**config.mk**
```make
export PLATFORM = sky130hd
export DESIGN_NAME = espb_builder
export DESIGN_NICKNAME = d
export VERILOG_FILES = /design/src/core/espb_pkg.sv /design/src/core/espb_buf_if.sv /design/src/core/espb_pkt_mem.sv /design/src/core/espb_builder.sv
export SDC_FILE = /design/constraint.sdc
export NUM_CORES = 1
export LEC_CHECK = 0
export BUFFER_PORTS_ARGS = -buffer_cell sky130_fd_sc_hd__buf_4
export CAP_MARGIN = 25
export CELL_PAD_IN_SITES_DETAIL_PLACEMENT = 0
export CELL_PAD_IN_SITES_GLOBAL_PLACEMENT = 2
export CORE_MARGIN = 2
export CORE_UTILIZATION = 38
export CTS_BUF_LIST = sky130_fd_sc_hd__clkbuf_4 sky130_fd_sc_hd__clkbuf_8 sky130_fd_sc_hd__clkbuf_16
export CTS_CLUSTER_DIAMETER = 40
export DETAILED_ROUTE_END_ITERATION = 16
export GPL_TIMING_DRIVEN = 0
export PLACE_DENSITY_LB_ADDON = 0.1
export REMOVE_ABC_BUFFERS = 1
export SYNTH_ARGS = -nofsm -noshare
export SYNTH_HDL_FRONTEND = slang
export SYNTH_HIERARCHICAL = 1
export SYNTH_SLANG_ARGS = --single-unit
```
**constraint.sdc**
```tcl
create_clock -name sys_clk -period 3.4 [get_ports sys_clk]
set_input_delay 0.51 -clock sys_clk [delete_from_list [all_inputs] [get_ports sys_clk]]
set_output_delay 0.51 -clock sys_clk [all_outputs]
set_load 0.01 [all_outputs]
```
**src/core/espb_pkg.sv**
```systemverilog
// Package with packet layout, status codes and timing constants of the error packet builder.
package espb_pkg;
    localparam int unsigned CLK_HZ = 40000000;
    localparam int unsigned GRANT_TIMEOUT_MS = 1000;
    localparam int unsigned XFER_TIMEOUT_MS = 2000;
    localparam int unsigned GRANT_TIMEOUT_CYC = (CLK_HZ / 1000) * GRANT_TIMEOUT_MS;
    localparam int unsigned XFER_TIMEOUT_CYC = (CLK_HZ / 1000) * XFER_TIMEOUT_MS;
    localparam logic [7:0] START_MARKER = 8'h02;
    localparam logic [7:0] END_MARKER = 8'h03;
    localparam logic [7:0] COMPLETION_TYPE = 8'h70;
    localparam logic [7:0] LEN_SHORT = 8'h09;
    localparam logic [7:0] LEN_LONG = 8'h0d;
    localparam logic [15:0] ST_DATA_CHECK = 16'h0001;
    localparam logic [15:0] ST_WRITE_PROT = 16'h0002;
    localparam logic [15:0] ST_NOT_READY = 16'h0003;
    localparam logic [15:0] ST_DELETED = 16'h0004;
    localparam logic [15:0] ST_BAD_UNIT = 16'h0005;
    localparam logic [15:0] ST_BAD_ADDR = 16'h0006;
    localparam logic [15:0] ST_HOME_FAIL = 16'h0007;
    localparam logic [15:0] ST_NOT_FOUND = 16'h0008;
    localparam logic [15:0] ST_HDR_CHECK = 16'h0009;
    localparam logic [15:0] ST_DMA_TIMEOUT = 16'h000a;
    localparam logic [7:0] CMD_READ = 8'h10;
    localparam logic [7:0] CMD_WRITE = 8'h20;
    localparam logic [7:0] CMD_TEST = 8'h30;
    localparam logic [7:0] CMD_CONTROL = 8'h40;
    localparam logic [1:0] SENSE_T0 = 2'h0;
    localparam logic [1:0] SENSE_T1 = 2'h1;
    localparam logic [1:0] SENSE_T2 = 2'h2;
    localparam logic [3:0] SC_NOT_READY = 4'h4;
    localparam logic [3:0] SC_STILL_SEEK = 4'h8;
    localparam logic [3:0] SC_START_BEYOND = 4'h1;
    localparam logic [3:0] SC_END_BEYOND = 4'h3;
    localparam logic [3:0] SC_ID_MISSING = 4'h2;
    localparam logic [3:0] SC_DATA_MISSING = 4'h3;
    localparam logic [3:0] SC_SECTOR_MISSING = 4'h4;
    localparam logic [3:0] FLOPPY_DRIVE_LO = 4'h4;
    localparam logic [3:0] FLOPPY_DRIVE_HI = 4'h7;
    localparam logic [3:0] HARD_CTRL_HI = 4'h7;
    localparam logic [3:0] HARD_DRIVE_HI = 4'h1;
    localparam logic [3:0] TAPE_DRIVE = 4'h4;
    localparam logic [3:0] SHARED_DRIVE = 4'h5;
    localparam logic [3:0] IDX_BLOCK0 = 4'd8;
    localparam logic [3:0] PKT_MAX = 4'd13;
    typedef enum logic [3:0] {
        ESPB_EV_DATA_CHECK, ESPB_EV_WRITE_PROT, ESPB_EV_NOT_READY, ESPB_EV_DELETED,
        ESPB_EV_BAD_ADDR, ESPB_EV_HOME_FAIL, ESPB_EV_NOT_FOUND, ESPB_EV_HDR_CHECK,
        ESPB_EV_NONE
    } espb_event_t;
endpackage : espb_pkg

```
**src/core/espb_buf_if.sv**
```systemverilog
// Interface carrying the byte write and read paths between the builder and its packet memory.
`timescale 1ns/1ps
`default_nettype none
interface espb_buf_if;
    logic we;
    logic [3:0] waddr;
    logic [7:0] wdata;
    logic [3:0] raddr;
    logic [7:0] rdata;
    modport ctrl (output we, output waddr, output wdata, output raddr, input rdata);
    modport mem (input we, input waddr, input wdata, input raddr, output rdata);
endinterface : espb_buf_if
`default_nettype wire

```
**src/core/espb_pkt_mem.sv**
```systemverilog
// Sixteen-byte packet memory with registered read data.
`timescale 1ns/1ps
`default_nettype none
module espb_pkt_mem (
    input wire logic sys_clk,
    espb_buf_if.mem bus
);
    import espb_pkg::*;
    logic [7:0] mem_reg [0:15];
    logic [7:0] rdata_reg;
    always_ff @(posedge sys_clk) begin
        if (bus.we) begin
            mem_reg[bus.waddr] <= bus.wdata;
        end
        rdata_reg <= mem_reg[bus.raddr];
    end
    assign bus.rdata = rdata_reg;
endmodule : espb_pkt_mem
`default_nettype wire

```
**src/core/espb_builder.sv**
```systemverilog
// Error status packet builder: latches the first error of a command and streams its packet.
`timescale 1ns/1ps
`default_nettype none
module espb_builder #(
    parameter int unsigned GRANT_CYC = espb_pkg::GRANT_TIMEOUT_CYC,
    parameter int unsigned XFER_CYC = espb_pkg::XFER_TIMEOUT_CYC
) (
    input wire logic sys_clk,
    input wire logic rstn,
    input wire logic cmd_start,
    input wire logic [7:0] cmd_msg_id,
    input wire logic [3:0] cmd_ctrl,
    input wire logic [3:0] cmd_drive,
    input wire logic [7:0] cmd_type,
    input wire logic [31:0] cmd_block_index,
    input wire logic [31:0] unit_block_count,
    input wire logic unit_is_hard,
    input wire logic unit_is_tape,
    input wire logic cfg_floppy_req,
    input wire logic drive4_is_tape,
    input wire logic drive_selected,
    input wire logic drive_ready,
    input wire logic floppy_no_ready_line,
    input wire logic index_seen,
    input wire logic tape_cart_in,
    input wire logic tape_retention_done,
    input wire logic [3:0] err_event,
    input wire logic [31:0] err_block_index,
    input wire logic sense_valid,
    input wire logic [1:0] sense_type,
    input wire logic [3:0] sense_code,
    input wire logic home_search_fail,
    input wire logic bus_req,
    input wire logic bus_grant,
    input wire logic dma_busy,
    input wire logic cmd_done,
    input wire logic chan_ready,
    output logic dma_abort,
    output logic chan_we,
    output logic [3:0] chan_addr,
    output logic [7:0] chan_data,
    output logic irq_req,
    output logic busy
);
    import espb_pkg::*;

    typedef enum logic [1:0] {ESPB_IDLE, ESPB_RUN, ESPB_FILL, ESPB_SEND} espb_state_t;

    espb_state_t state_reg, state_next;
    logic [7:0] id_reg;
    logic [7:0] unit_reg;
    logic [7:0] type_reg;
    logic [15:0] code_reg;
    logic [31:0] blk_reg;
    logic long_reg;
    logic err_reg;
    logic [3:0] idx_reg;
    logic [31:0] grant_cnt_reg;
    logic [31:0] xfer_cnt_reg;
    logic send_rd_reg;
    logic [3:0] send_idx_reg;
    logic dma_abort_reg, chan_we_reg, irq_reg, busy_reg;
    logic [3:0] chan_addr_reg;
    logic [7:0] chan_data_reg;

    espb_buf_if buf_bus ();
    espb_pkt_mem u_mem (.sys_clk(sys_clk), .bus(buf_bus));

    // Readiness: real ready line, index pulse on floppies without one, tape after retention.
    wire floppy_ready = floppy_no_ready_line ? index_seen : drive_ready;
    wire tape_ready = tape_cart_in & tape_retention_done;
    wire unit_ready = unit_is_hard ? drive_ready : (unit_is_tape ? tape_ready : floppy_ready);
    wire ev_not_ready = drive_selected & ~unit_ready;

    wire sense_nr = sense_valid & (sense_type == SENSE_T0)
        & ((sense_code == SC_NOT_READY) | (sense_code == SC_STILL_SEEK));
    wire sense_addr = sense_valid & (sense_type == SENSE_T2)
        & ((sense_code == SC_START_BEYOND) | (sense_code == SC_END_BEYOND));
    wire sense_nf = sense_valid & (sense_type == SENSE_T1)
        & ((sense_code == SC_ID_MISSING) | (sense_code == SC_DATA_MISSING)
        | (sense_code == SC_SECTOR_MISSING));

    wire hard_unit_ok = (cmd_ctrl <= HARD_CTRL_HI) & (cmd_drive <= HARD_DRIVE_HI);
    wire soft_unit_ok = (cmd_ctrl == 4'h0) & (cmd_drive >= FLOPPY_DRIVE_LO)
        & (cmd_drive <= FLOPPY_DRIVE_HI);
    wire unit_bad = unit_is_hard ? ~hard_unit_ok : ~soft_unit_ok;
    wire cfg_clash = cfg_floppy_req & (cmd_drive == SHARED_DRIVE) & drive4_is_tape;
    wire blk_over = cmd_block_index > unit_block_count;

    wire grant_to = bus_req & ~bus_grant & (grant_cnt_reg >= GRANT_CYC - 1);
    wire xfer_to = dma_busy & (xfer_cnt_reg >= XFER_CYC - 1);

    // Event decode, highest first; the earliest cycle's event is what gets kept.
    logic [15:0] ev_code;
    logic ev_long;
    logic ev_hit;
    always_comb begin
        ev_hit = 1'b1;
        ev_long = 1'b0;
        ev_code = ST_DATA_CHECK;
        if (grant_to | xfer_to) begin
            ev_code = ST_DMA_TIMEOUT;
        end else if (ev_not_ready | sense_nr | (err_event == ESPB_EV_NOT_READY)) begin
            ev_code = ST_NOT_READY;
        end else if (home_search_fail | (err_event == ESPB_EV_HOME_FAIL)) begin
            ev_code = ST_HOME_FAIL;
        end else if (sense_addr | (err_event == ESPB_EV_BAD_ADDR)) begin
            ev_code = ST_BAD_ADDR;
            ev_long = 1'b1;
        end else if (sense_nf | (err_event == ESPB_EV_NOT_FOUND)) begin
            ev_code = ST_NOT_FOUND;
            ev_long = 1'b1;
        end else if (err_event == ESPB_EV_DATA_CHECK) begin
            ev_code = ST_DATA_CHECK;
            ev_long = 1'b1;
        end else if (err_event == ESPB_EV_DELETED) begin
            ev_code = ST_DELETED;
            ev_long = 1'b1;
        end else if (err_event == ESPB_EV_HDR_CHECK) begin
            ev_code = ST_HDR_CHECK;
            ev_long = 1'b1;
        end else if ((err_event == ESPB_EV_WRITE_PROT) & ~unit_is_hard) begin
            ev_code = ST_WRITE_PROT;
        end else begin
            ev_hit = 1'b0;
        end
    end

    wire start_bad = unit_bad | cfg_clash;
    wire take_ev = (state_reg == ESPB_RUN) & ev_hit & ~err_reg;

    // Packet byte selected by write index.
    logic [7:0] fill_byte;
    always_comb begin
        unique case (idx_reg)
            4'd0: fill_byte = START_MARKER;
            4'd1: fill_byte = id_reg;
            4'd2: fill_byte = long_reg ? LEN_LONG : LEN_SHORT;
            4'd3: fill_byte = unit_reg;
            4'd4: fill_byte = type_reg;
            4'd5: fill_byte = COMPLETION_TYPE;
            4'd6: fill_byte = code_reg[15:8];
            4'd7: fill_byte = code_reg[7:0];
            4'd8: fill_byte = long_reg ? blk_reg[31:24] : END_MARKER;
            4'd9: fill_byte = blk_reg[23:16];
            4'd10: fill_byte = blk_reg[15:8];
            4'd11: fill_byte = blk_reg[7:0];
            default: fill_byte = END_MARKER;
        endcase
    end

    wire [3:0] last_idx = long_reg ? (PKT_MAX - 4'd1) : IDX_BLOCK0;
    wire fill_last = idx_reg == last_idx;
    wire send_step = (state_reg == ESPB_SEND) & chan_ready;
    wire send_last = send_rd_reg & (send_idx_reg == last_idx) & chan_ready;

    always_comb begin
        state_next = state_reg;
        unique case (state_reg)
            ESPB_IDLE: if (cmd_start) state_next = start_bad ? ESPB_FILL : ESPB_RUN;
            ESPB_RUN: if (cmd_done | xfer_to | grant_to) state_next = ESPB_FILL;
            ESPB_FILL: if (fill_last) state_next = ESPB_SEND;
            ESPB_SEND: if (send_last) state_next = ESPB_IDLE;
        endcase
    end

    always_ff @(posedge sys_clk) begin
        if (!rstn) begin
            state_reg <= ESPB_IDLE;
        end else begin
            state_reg <= state_next;
        end
    end

    // Command capture and first-error latch.
    always_ff @(posedge sys_clk) begin
        if (!rstn) begin
            id_reg <= 8'h00;
            unit_reg <= 8'h00;
            type_reg <= 8'h00;
            code_reg <= 16'h0000;
            blk_reg <= 32'h0000_0000;
            long_reg <= 1'b0;
            err_reg <= 1'b0;
        end else if ((state_reg == ESPB_IDLE) & cmd_start) begin
            id_reg <= cmd_msg_id;
            unit_reg <= {cmd_ctrl, cmd_drive};
            type_reg <= cmd_type;
            blk_reg <= cmd_block_index;
            long_reg <= 1'b0;
            err_reg <= start_bad;
            code_reg <= start_bad ? ST_BAD_UNIT : 16'h0000;
        end else if ((state_reg == ESPB_RUN) & ~err_reg & blk_over) begin
            code_reg <= ST_BAD_ADDR;
            long_reg <= 1'b1;
            err_reg <= 1'b1;
        end else if (take_ev) begin
            code_reg <= ev_code;
            long_reg <= ev_long;
            blk_reg <= ev_long ? err_block_index : blk_reg;
            err_reg <= 1'b1;
        end
    end

    // Bus grant and transfer watchdogs.
    always_ff @(posedge sys_clk) begin
        if (!rstn | (state_reg != ESPB_RUN)) begin
            grant_cnt_reg <= 32'h0;
            xfer_cnt_reg <= 32'h0;
        end else begin
            grant_cnt_reg <= (bus_req & ~bus_grant) ? grant_cnt_reg + 32'h1 : 32'h0;
            xfer_cnt_reg <= dma_busy ? xfer_cnt_reg + 32'h1 : 32'h0;
        end
    end

    always_ff @(posedge sys_clk) begin
        if (!rstn | (state_reg == ESPB_IDLE)) begin
            idx_reg <= 4'h0;
        end else if (state_reg == ESPB_FILL) begin
            idx_reg <= fill_last ? 4'h0 : idx_reg + 4'h1;
        end
    end

    assign buf_bus.we = state_reg == ESPB_FILL;
    assign buf_bus.waddr = idx_reg;
    assign buf_bus.wdata = fill_byte;
    assign buf_bus.raddr = send_step ? (send_rd_reg ? send_idx_reg + 4'h1 : 4'h0) : send_idx_reg;

    // Streaming out: memory read data is one cycle behind its address.
    always_ff @(posedge sys_clk) begin
        if (!rstn | (state_reg != ESPB_SEND)) begin
            send_rd_reg <= 1'b0;
            send_idx_reg <= 4'h0;
        end else if (chan_ready) begin
            send_rd_reg <= 1'b1;
            send_idx_reg <= send_rd_reg ? send_idx_reg + 4'h1 : 4'h0;
        end
    end

    always_ff @(posedge sys_clk) begin
        if (!rstn) begin
            chan_we_reg <= 1'b0;
            chan_addr_reg <= 4'h0;
            chan_data_reg <= 8'h00;
            irq_reg <= 1'b0;
            dma_abort_reg <= 1'b0;
            busy_reg <= 1'b0;
        end else begin
            chan_we_reg <= send_rd_reg & chan_ready & (state_reg == ESPB_SEND);
            chan_addr_reg <= send_idx_reg;
            chan_data_reg <= buf_bus.rdata;
            irq_reg <= chan_we_reg & (chan_addr_reg == last_idx) & (state_reg == ESPB_IDLE);
            dma_abort_reg <= (state_reg == ESPB_RUN) & (grant_to | xfer_to);
            busy_reg <= state_next != ESPB_IDLE;
        end
    end

    assign chan_we = chan_we_reg;
    assign chan_addr = chan_addr_reg;
    assign chan_data = chan_data_reg;
    assign irq_req = irq_reg;
    assign dma_abort = dma_abort_reg;
    assign busy = busy_reg;
endmodule : espb_builder
`default_nettype wire

```
# Yosys cells after proc, flatten, opt, wreduce, memory -nomap -nowiden
# Memory sizes are Yosys's and may differ from the RTL's. A register that Yosys moved wholly into a read port is not among the register bits.
# Index checks and enable logic that the tools add are counted.
# classes
add_sub_neg,4
n_lt_le_gt_ge,7
n_eq_ne,35
muxes,58
bitwise_logic,55
reduce_logical,15
# op_table
cell,count
2-to-1 mux 32 bit,4
one-hot mux 8 bit (12 select lines),1
"adder 32 x 1 -> 32 bit, second input constant",2
2-to-1 mux 16 bit,3
2-to-1 mux 4 bit,11
"== test 4 x 3 -> 1 bit, second input constant",10
">= comparator 32 x 26 -> 1 bit, second input constant",1
">= comparator 32 x 27 -> 1 bit, second input constant",1
> comparator 32 bit,1
bitwise AND 1 bit,30
2-to-1 mux 1 bit,28
"== test 4 x 2 -> 1 bit, second input constant",6
"== test 4 bit, second input constant",5
OR 1 bit,16
"== test 4 x 1 -> 1 bit, second input constant",3
== test 4 bit,3
logical NOT 4 bit,3
2-to-1 mux 2 bit,6
2-to-1 mux 3 bit,3
NOT 1 bit,9
"adder 4 x 1 -> 4 bit, second input constant",2
"less-or-equal comparator 4 x 3 -> 1 bit, second input constant",2
2-to-1 mux 8 bit,1
one-hot mux 2 bit (4 select lines),1
12 further kinds,22
# totals
regBits,165
mem_bits_rw,128
in_bits,150
output_inout_bits,16
word_cells,194
mem_count,1
# mem_list
name,depth,width,rd,rd_ports_with_merged_regs,wr,line,text
u_mem.mem_reg,16,8,1,1,1,espb_pkt_mem.sv:9,logic [7:0] mem_reg [0:15];

# Depth between registers and ports, before layout
# Gate-level depths: netlist of run 1.
# depth
ltp_word,16
mapped_depth,11
mapped_depth_nobuf,9

# By module
# Netlist of run 1, hierarchy kept.
# by_module_without_submodules
mod,n_inst,cells_each,area_each_um2,seq_area_each_um2
espb_builder,1,999,8266.7,3062.9
espb_pkt_mem,1,229,5147.4,4003.8

# Worst setup path before layout of run 1
# Ideal clock, no wire load.
# synth_path
kind,input -> register
startpoint,input unit_block_count[30]
endpoint,register blk_reg[2]
setup_ps,126
arrival_ps,2575
required_time_ps,3274
setup_slack_ps,699
cell_stages,11
path_buffers,2
cell_sequence,inv_1 > ha_1 > nand4_1 > or4_1 > o21ai_0 > a31oi_1 > nor4_4 > or2_1 > buf_6 > buf_8 > a21oi_2
# synth_between
elab_chain_len,4
# synth_rtl
item,line,text
start: declaration,espb_builder.sv:16,"input wire logic [31:0] unit_block_count,"
> comparator 32 bit,espb_builder.sv:88,wire blk_over = cmd_block_index > unit_block_count;
bitwise AND 1 bit,espb_builder.sv:193,end else if ((state_reg == ESPB_RUN) & ~err_reg & blk_over) begin
inequality test 2 bit (no line),-,
AND reduction 3 bit (no line),-,
end signal: assignment,espb_builder.sv:189,blk_reg <= cmd_block_index;
end signal: assignment,espb_builder.sv:200,blk_reg <= ev_long ? err_block_index : blk_reg;
end: declaration,espb_builder.sv:54,logic [31:0] blk_reg;
# No other way between the ends.
# A chain may end at the register's enable or synchronous reset.

# Worst setup path after layout of run 1
# layout_path
startpoint,register xfer_cnt_reg[29]
endpoint,register blk_reg[1]
# layout_between
elab_chain_len,8
word_cells_on_any_way,10
cone_classes,order compare (1); mux (2); bitwise (4); reduce/logical (3)
# layout_rtl
item,line,text
start: declaration,espb_builder.sv:59,logic [31:0] xfer_cnt_reg;
start signal: assignment,espb_builder.sv:212,xfer_cnt_reg <= dma_busy ? xfer_cnt_reg + 32'h1 : 32'h0;
>= comparator 32 x 27 -> 1 bit (*),espb_builder.sv:91,wire xfer_to = dma_busy & (xfer_cnt_reg >= XFER_CYC - 1);
bitwise AND 1 bit (*),espb_builder.sv:91,
OR 1 bit (*),espb_builder.sv:101,if (grant_to | xfer_to) begin
2-to-1 mux 1 bit,espb_builder.sv:101,
bitwise AND 1 bit (2 in a row),espb_builder.sv:130,wire take_ev = (state_reg == ESPB_RUN) & ev_hit & ~err_reg;
nonzero test 2 bit (no line),-,
AND reduction 3 bit (no line) (*),-,
# Mark *: on every way between the ends. The rest lies on a longest branch, timed or not.

==> run summary, run 1 <==
status: completed
leakage: 6.20 nW
FP Rows: 68
Hold Path Class: in2reg
area occupied by multi-input gates: 5880 um^2
Min Hold Slack: 0.220 ns
cell family with most CP delay: simple AND/OR/NAND/NOR gates
wire per inst: 18.7 um
most area-consuming cells after synthesis: edfxtp_1 (29%), dfxtp_1 (24%), ha_1 (3.7%)
number of global-route vias before repair: 9985
worst slew pin tran: 0.914 ns
Synth Cell Area: 13400 um^2
kind of critical path: reg2reg
die footprint: 36800 um^2
Detailed Route WL: 35300 um
Critical R2R Capture: blk_reg[1]
Vias/cell: 5.26
Crit path largest cell delay: 0.56 ns
initial antenna violation count: 3
Post-Syn Area per Cell: 10.9 um^2
CP Launch Point: xfer_cnt_reg[29]
H-tree Lvls: 2
drt drc: 0
Post-synth EDFFs: 128
grt total ovfl: 0
fillers: 3210
fin crit share: 0.950
Final Hold Fails: 0
r2r setup slk: 0.17 ns
CTS tree: built
RePlAce Congestion: 0.764
Yosys top cell area share: 0.287
RSZ-0062 raised after global routing: false
clock slew at reported path FFs: 0.05 ns
yosys warns: 6
Slew Viols, Final: 0
layout cells sized above 1: 0.227
Logic pwr share: 0.069
fin crit period: 3.23 ns
Setup crit start kind: flop
WP depth: 9
fin util: 0.483
clock root cell: clkbuf_16
ys async rst share: 0
clock sink total: 289
# IOs: 166
total number of vias: 9926
Core ar.: 34600 um^2
Worst VDD drop: 400 uV
crit-path cells: or4_1, o31ai_1, o2111ai_1, a211o_2, nor4_4, buf_6, or2_2, buf_12, a21oi_1
Starting Density: 0.387
RR Startpoint: xfer_cnt_reg[29]
worst path required time: 3.80 ns
crit end category: flop
dpl ws: -0.450 ns
area grow syn2layout: 24.6%
total CTS buffers: 42
CP max-delay cell: or4_1
worst-path fanout max: 29
Synth Register Bits: 289
Storage cell area: 7070 um^2
clk buf depth: 3
Worst EP arrival: 3.63 ns
Synth cell types: 70
power share of the clock group: 0.504
Worst setup endpoint: blk_reg[1]
Net Sw Power: 1.98 mW
dpl hpwl: 25300 um
iteration count of the initial detailed-routing pass: 5
Internal Power: 6.78 mW
ANT nets after route: 0
length in cells of the worst reg-to-reg path: 9
Achievable Freq: 310 MHz
Setup WS post-layout: 0.171 ns
Sw Ratio: 0.226
IO Port Bufs: 165
sequential area share after synthesis: 0.527
Max Cap Viol: 0
Relative slew margins: 0.388
Clk Latency, worst-skew pair: 0.55 ns
dominant synthesized flop cell: dfxtp_1
max FFs per register: 128
sequential share of power: 0.427
DIE HEIGHT: 192 um
global-route wire length before repair: 55700 um
die width: 192 um
nets@finish: 1588
Yosys top cell by area: edfxtp_1
clk_skew: 0.0320 ns
final-report setup violation count: 0
P per Cell Area: 524 nW/um^2
gate count of the mapped netlist: 1228
DR iter-0 viols: 622
ANT cells: 0
worst path buffer plus inverter count: 2
largest net degree at the start of global routing: 63
total global routing track utilization: 0.195
layout make-up:
class | instances | share of cell area
Timing Repair Buffer | 186 | 0.0909
Tap cell | 455 | 0.0341
Inverter | 55 | 0.0124
Clock buffer | 55 | 0.0710
Multi-Input combinational cell | 824 | 0.352
Clock inverter | 22 | 0.0172
Sequential cell | 289 | 0.423
per-stage QoR:
step                      setup TNS [ns]  instances  instance area (um^2)  power (mW)
final                                  0       1886                 16700        8.77
after global routing                   0       1886                 16700        9.10
after CTS                              0       1883                 16700        8.88
after detailed placement          -13.04       1806                 15200        4.43
after global placement           -147.54       1788                 14900        4.41
after floorplan                   -36.21       1168                 13100        4.11
worst min-delay path by stage:
| stage | startpoint | end | cells past startpoint |
|---|---|---|---|
| detailed placement | u_mem/bus.rdata[4] | chan_data[4] | 1 |
| global route | cmd_type[2] | type_reg[2] | 3 |
| global placement | u_mem/bus.rdata[1] | chan_data[1] | 1 |
| CTS | cmd_type[1] | type_reg[1] | 3 |
| floorplan | u_mem/bus.rdata[0] | chan_data[0] | 1 |
| finish | cmd_type[2] | type_reg[2] | 3 |
cells in the mapped netlist, types with 38 or more instances:
master / n
a21oi_1: 68
clkbuf_1: 40
dfxtp_1: 161
edfxtp_1: 128
ha_1: 40
inv_1: 55
nand2_1: 122
nand3_1: 46
nor2_1: 105
o31ai_1: 38
xor2_1: 38
logic make-up (layout without fill, tap and decap cells):
family	count (synthesis)	in the layout	share of synthesized area
flip-flops	289	289	0.527
AND/OR/NAND/NOR	410	410	0.150
buffers and inverters	115	318	0.0392
adder cells (fa/ha/maj)	40	40	0.0373
multiplexers	65	65	0.0823
XOR/XNOR	57	57	0.0372
AO/OA/AOI/OAI	252	252	0.128
placed cells by master, fill, tap and decap left out, types with 6 or more instances in the layout:
master / synthesis / layout
a21oi_2: 30 / 30
inv_1: 55 / 55
a22oi_1: 21 / 21
clkbuf_4: 0 / 7
a221oi_1: 8 / 8
a21oi_1: 68 / 68
nand4_1: 25 / 25
o21ai_0: 33 / 30
dfxtp_1: 161 / 160
or3_1: 13 / 13
and2_1: 14 / 13
and4_1: 9 / 9
mux2i_1: 33 / 33
a31oi_1: 11 / 11
nor2b_1: 10 / 10
nand3_1: 46 / 46
clkbuf_8: 0 / 6
mux4_2: 18 / 18
buf_4: 1 / 174
xor2_1: 38 / 38
clkbuf_16: 0 / 42
and3_1: 13 / 13
nand2b_1: 9 / 9
ha_1: 40 / 39
nand2_1: 122 / 122
edfxtp_1: 128 / 128
xnor2_1: 19 / 19
mux4_1: 14 / 14
nor2_1: 105 / 105
or4_1: 7 / 7
nor3_1: 14 / 12
o31ai_1: 38 / 36
worst reg2reg max path: stages (launching register included):
cell,delay [ns]
dfxtp_1,0.34
or4_1,0.56
o31ai_1,0.37
o2111ai_1,0.18
a211o_2,0.42
nor4_4,0.43
buf_6,0.23
or2_2,0.22
buf_12,0.24
a21oi_1,0.11
what timing repair did:
| action | in CTS | in global routing |
|---|---|---|
| pin swaps | 1 | 1 |
| gates cloned | 0 | 0 |
| setup endpoints to repair | 29 | 45 |
| setup buffers | 0 | 3 |
| resized for setup | 0 | 3 |
| hold buffers | 0 | 0 |
layer usage:
layer  wire [um]  part of all wire  global-route usage  vias to the layer above
li1            -                 -                   -                     4891
met1       15700              0.45               0.256                     4750
met2       16900              0.48               0.327                      222
met3        1860             0.053              0.0413                       57
met4         692             0.020              0.0509                        6
met5          45            0.0013                   0                        -
power groups by stage:
stage / sequential (mW) / clock [mW] / combinational, mW
final: 3.74 / 4.42 / 0.605
after floorplan: 3.80 / 0 / 0.314
after global placement: 3.81 / 0 / 0.598
after CTS: 3.74 / 4.52 / 0.614
after detailed placement: 3.81 / 0 / 0.612
after global routing: 3.75 / 4.67 / 0.673
Note: power is estimated with default switching activity, not from simulation.
==> inputs of run 2 (changes only) <==
--- a/config.mk
+++ b/config.mk
@@ -13,9 +13,10 @@
 export CORE_UTILIZATION = 38
 export CTS_BUF_LIST = sky130_fd_sc_hd__clkbuf_4 sky130_fd_sc_hd__clkbuf_8 sky130_fd_sc_hd__clkbuf_16
 export CTS_CLUSTER_DIAMETER = 40
+export CTS_CLUSTER_SIZE = 40
 export DETAILED_ROUTE_END_ITERATION = 16
 export GPL_TIMING_DRIVEN = 0
-export PLACE_DENSITY_LB_ADDON = 0.1
+export PLACE_DENSITY_LB_ADDON = 0.12
 export REMOVE_ABC_BUFFERS = 1
 export SYNTH_ARGS = -nofsm -noshare
 export SYNTH_HDL_FRONTEND = slang
==> run summary, run 2 (same netlist as run 1, synthesis figures left out) <==
wire per inst: 18.5 um
Non-Filler Instances: 1896
worst slew pin tran: 1.01 ns
P per Cell Area: 534 nW/um^2
H-tree Lvls: 2
clock root cell: clkbuf_16
commonest non-fill, non-tap cell in the layout: buf_4
RSZ-0062 raised after global routing: false
crit-path cells: or4_1, or4_1, a311oi_4, a211o_2, nor4_4, buf_6, or2_2, buf_12, a21oi_2
dpl ws: -0.552 ns
GR met1 Demand/Resource: 0.249
worst path buffer plus inverter count: 2
kind of critical path: reg2reg
Detailed Route WL: 35000 um
Achievable Freq: 307 MHz
number of global-route vias before repair: 9903
Core ar.: 34600 um^2
clk buf depth: 3
Setup crit start kind: flop
Max Cap Viol: 0
final-report setup violation count: 0
Most Crowded Layer GR: met2
CTS Hold Bufs: 0
area grow syn2layout: 25.7%
leakage: 6.26 nW
Worst VDD drop: 375 uV
cell family with most CP delay: simple AND/OR/NAND/NOR gates
met3 usage: 0.0486
DR iter-0 viols: 505
IO Port Bufs: 165
nets@finish: 1594
r2r setup slk: 0.14 ns
clock slew at reported path FFs: 0.05 ns
cell total after placement: 1809
status: completed
initial antenna violation count: 2
layout cells sized above 1: 0.230
CP max-delay cell: or4_1
clock sink total: 289
RePlAce Congestion: 0.765
grt total ovfl: 0
total number of vias: 9920
crit end category: flop
total global routing track utilization: 0.193
Clk Latency, worst-skew pair: 0.55 ns
ANT nets after route: 0
Hold Path Class: in2reg
Relative slew margins: 0.323
fin crit share: 0.958
most used cell along the critical path: or4_1
met2 Track Usage GR: 0.318
commonest cells after routing, fill and taps aside: buf_4 (174), dfxtp_1 (161), edfxtp_1 (128), nand2_1 (122), nor2_1 (105)
Crit path largest cell delay: 0.57 ns
# IOs: 166
DIE HEIGHT: 192 um
die footprint: 36800 um^2
total CTS buffers: 47
global-route wire length before repair: 54700 um
dpl hpwl: 24700 um
die width: 192 um
Slew Viols, Final: 0
Setup WS post-layout: 0.144 ns
Starting Density: 0.387
clk_skew: 0.0182 ns
worst path required time: 3.87 ns
Min Hold Slack: 0.222 ns
Final Hold Fails: 0
FP Rows: 68
largest net degree at the start of global routing: 61
fin crit period: 3.26 ns
CTS tree: built
Worst EP arrival: 3.73 ns
iteration count of the initial detailed-routing pass: 7
worst-path fanout max: 27
Vias/cell: 5.23
max FFs per register: 128
drt drc: 0
PnR Total Power: 9.00 mW
run 2: changes by cell type in the layout (fill, tap and decap cells not counted), sizes merged, moves of 2 or more:
cell      delta
inv          +6
clkinvlp     +5
clkinv       -3
bufinv       -2
diode        +2
run 2: final cells by class:
class	count	area, um^2
Multi-Input combinational cell	824	5880
Sequential cell	289	7070
Inverter	55	206
Timing Repair Buffer	187	1570
Clock buffer	56	1290
Tap cell	455	569
Fill cell	3190	17800
Antenna cell	2	5.00
Clock inverter	28	274
run 2: tightest hold or removal path, delay by kind of cell:
| family | cells | cell delay, ns |
|---|---|---|
| buf+inv | 1 | 0.11 |
| compound gates | 1 | 0.05 |
| simple gates | 1 | 0.04 |
run 2: per-layer routing:
layer | up-vias | part of all wire
met1 | 4731 | 0.45
met3 | 62 | 0.057
met4 | 2 | 0.026
met5 | - | 0.00049
li1 | 4914 | -
met2 | 211 | 0.47
run 2: report_power, final:
group / switching [mW] / internal [mW] / total (mW)
Clock: 1.75 / 2.91 / 4.66
Combinational: 0.315 / 0.284 / 0.599
Sequential: 0.0478 / 3.70 / 3.75
Total: 2.11 / 6.89 / 9.00
run 2: what timing repair did:
item	CTS	global route
pin swaps	1	0
gates resized for setup	2	1
buffers inserted	1	0
setup endpoints to repair	32	27
run 2: per-stage QoR:
stage | setup TNS (ns) | util | cell area (um^2)
after floorplan | -36.21 | - | 13100
after global placement | -135.02 | 0.430 | 14900
after detailed placement | -16.03 | 0.441 | 15300
after CTS | 0 | 0.486 | 16800
after global routing | 0 | 0.487 | 16900
final | 0 | 0.487 | 16900
run 2: worst paths after layout:
kind | to | depth (start not counted) | from
max | blk_reg[15] | 9 | xfer_cnt_reg[29]
min | id_reg[0] | 3 | cmd_msg_id[0]
max reg2reg | blk_reg[15] | 9 | xfer_cnt_reg[29]
min reg2reg | chan_data[6] | 1 | u_mem/bus.rdata[6]
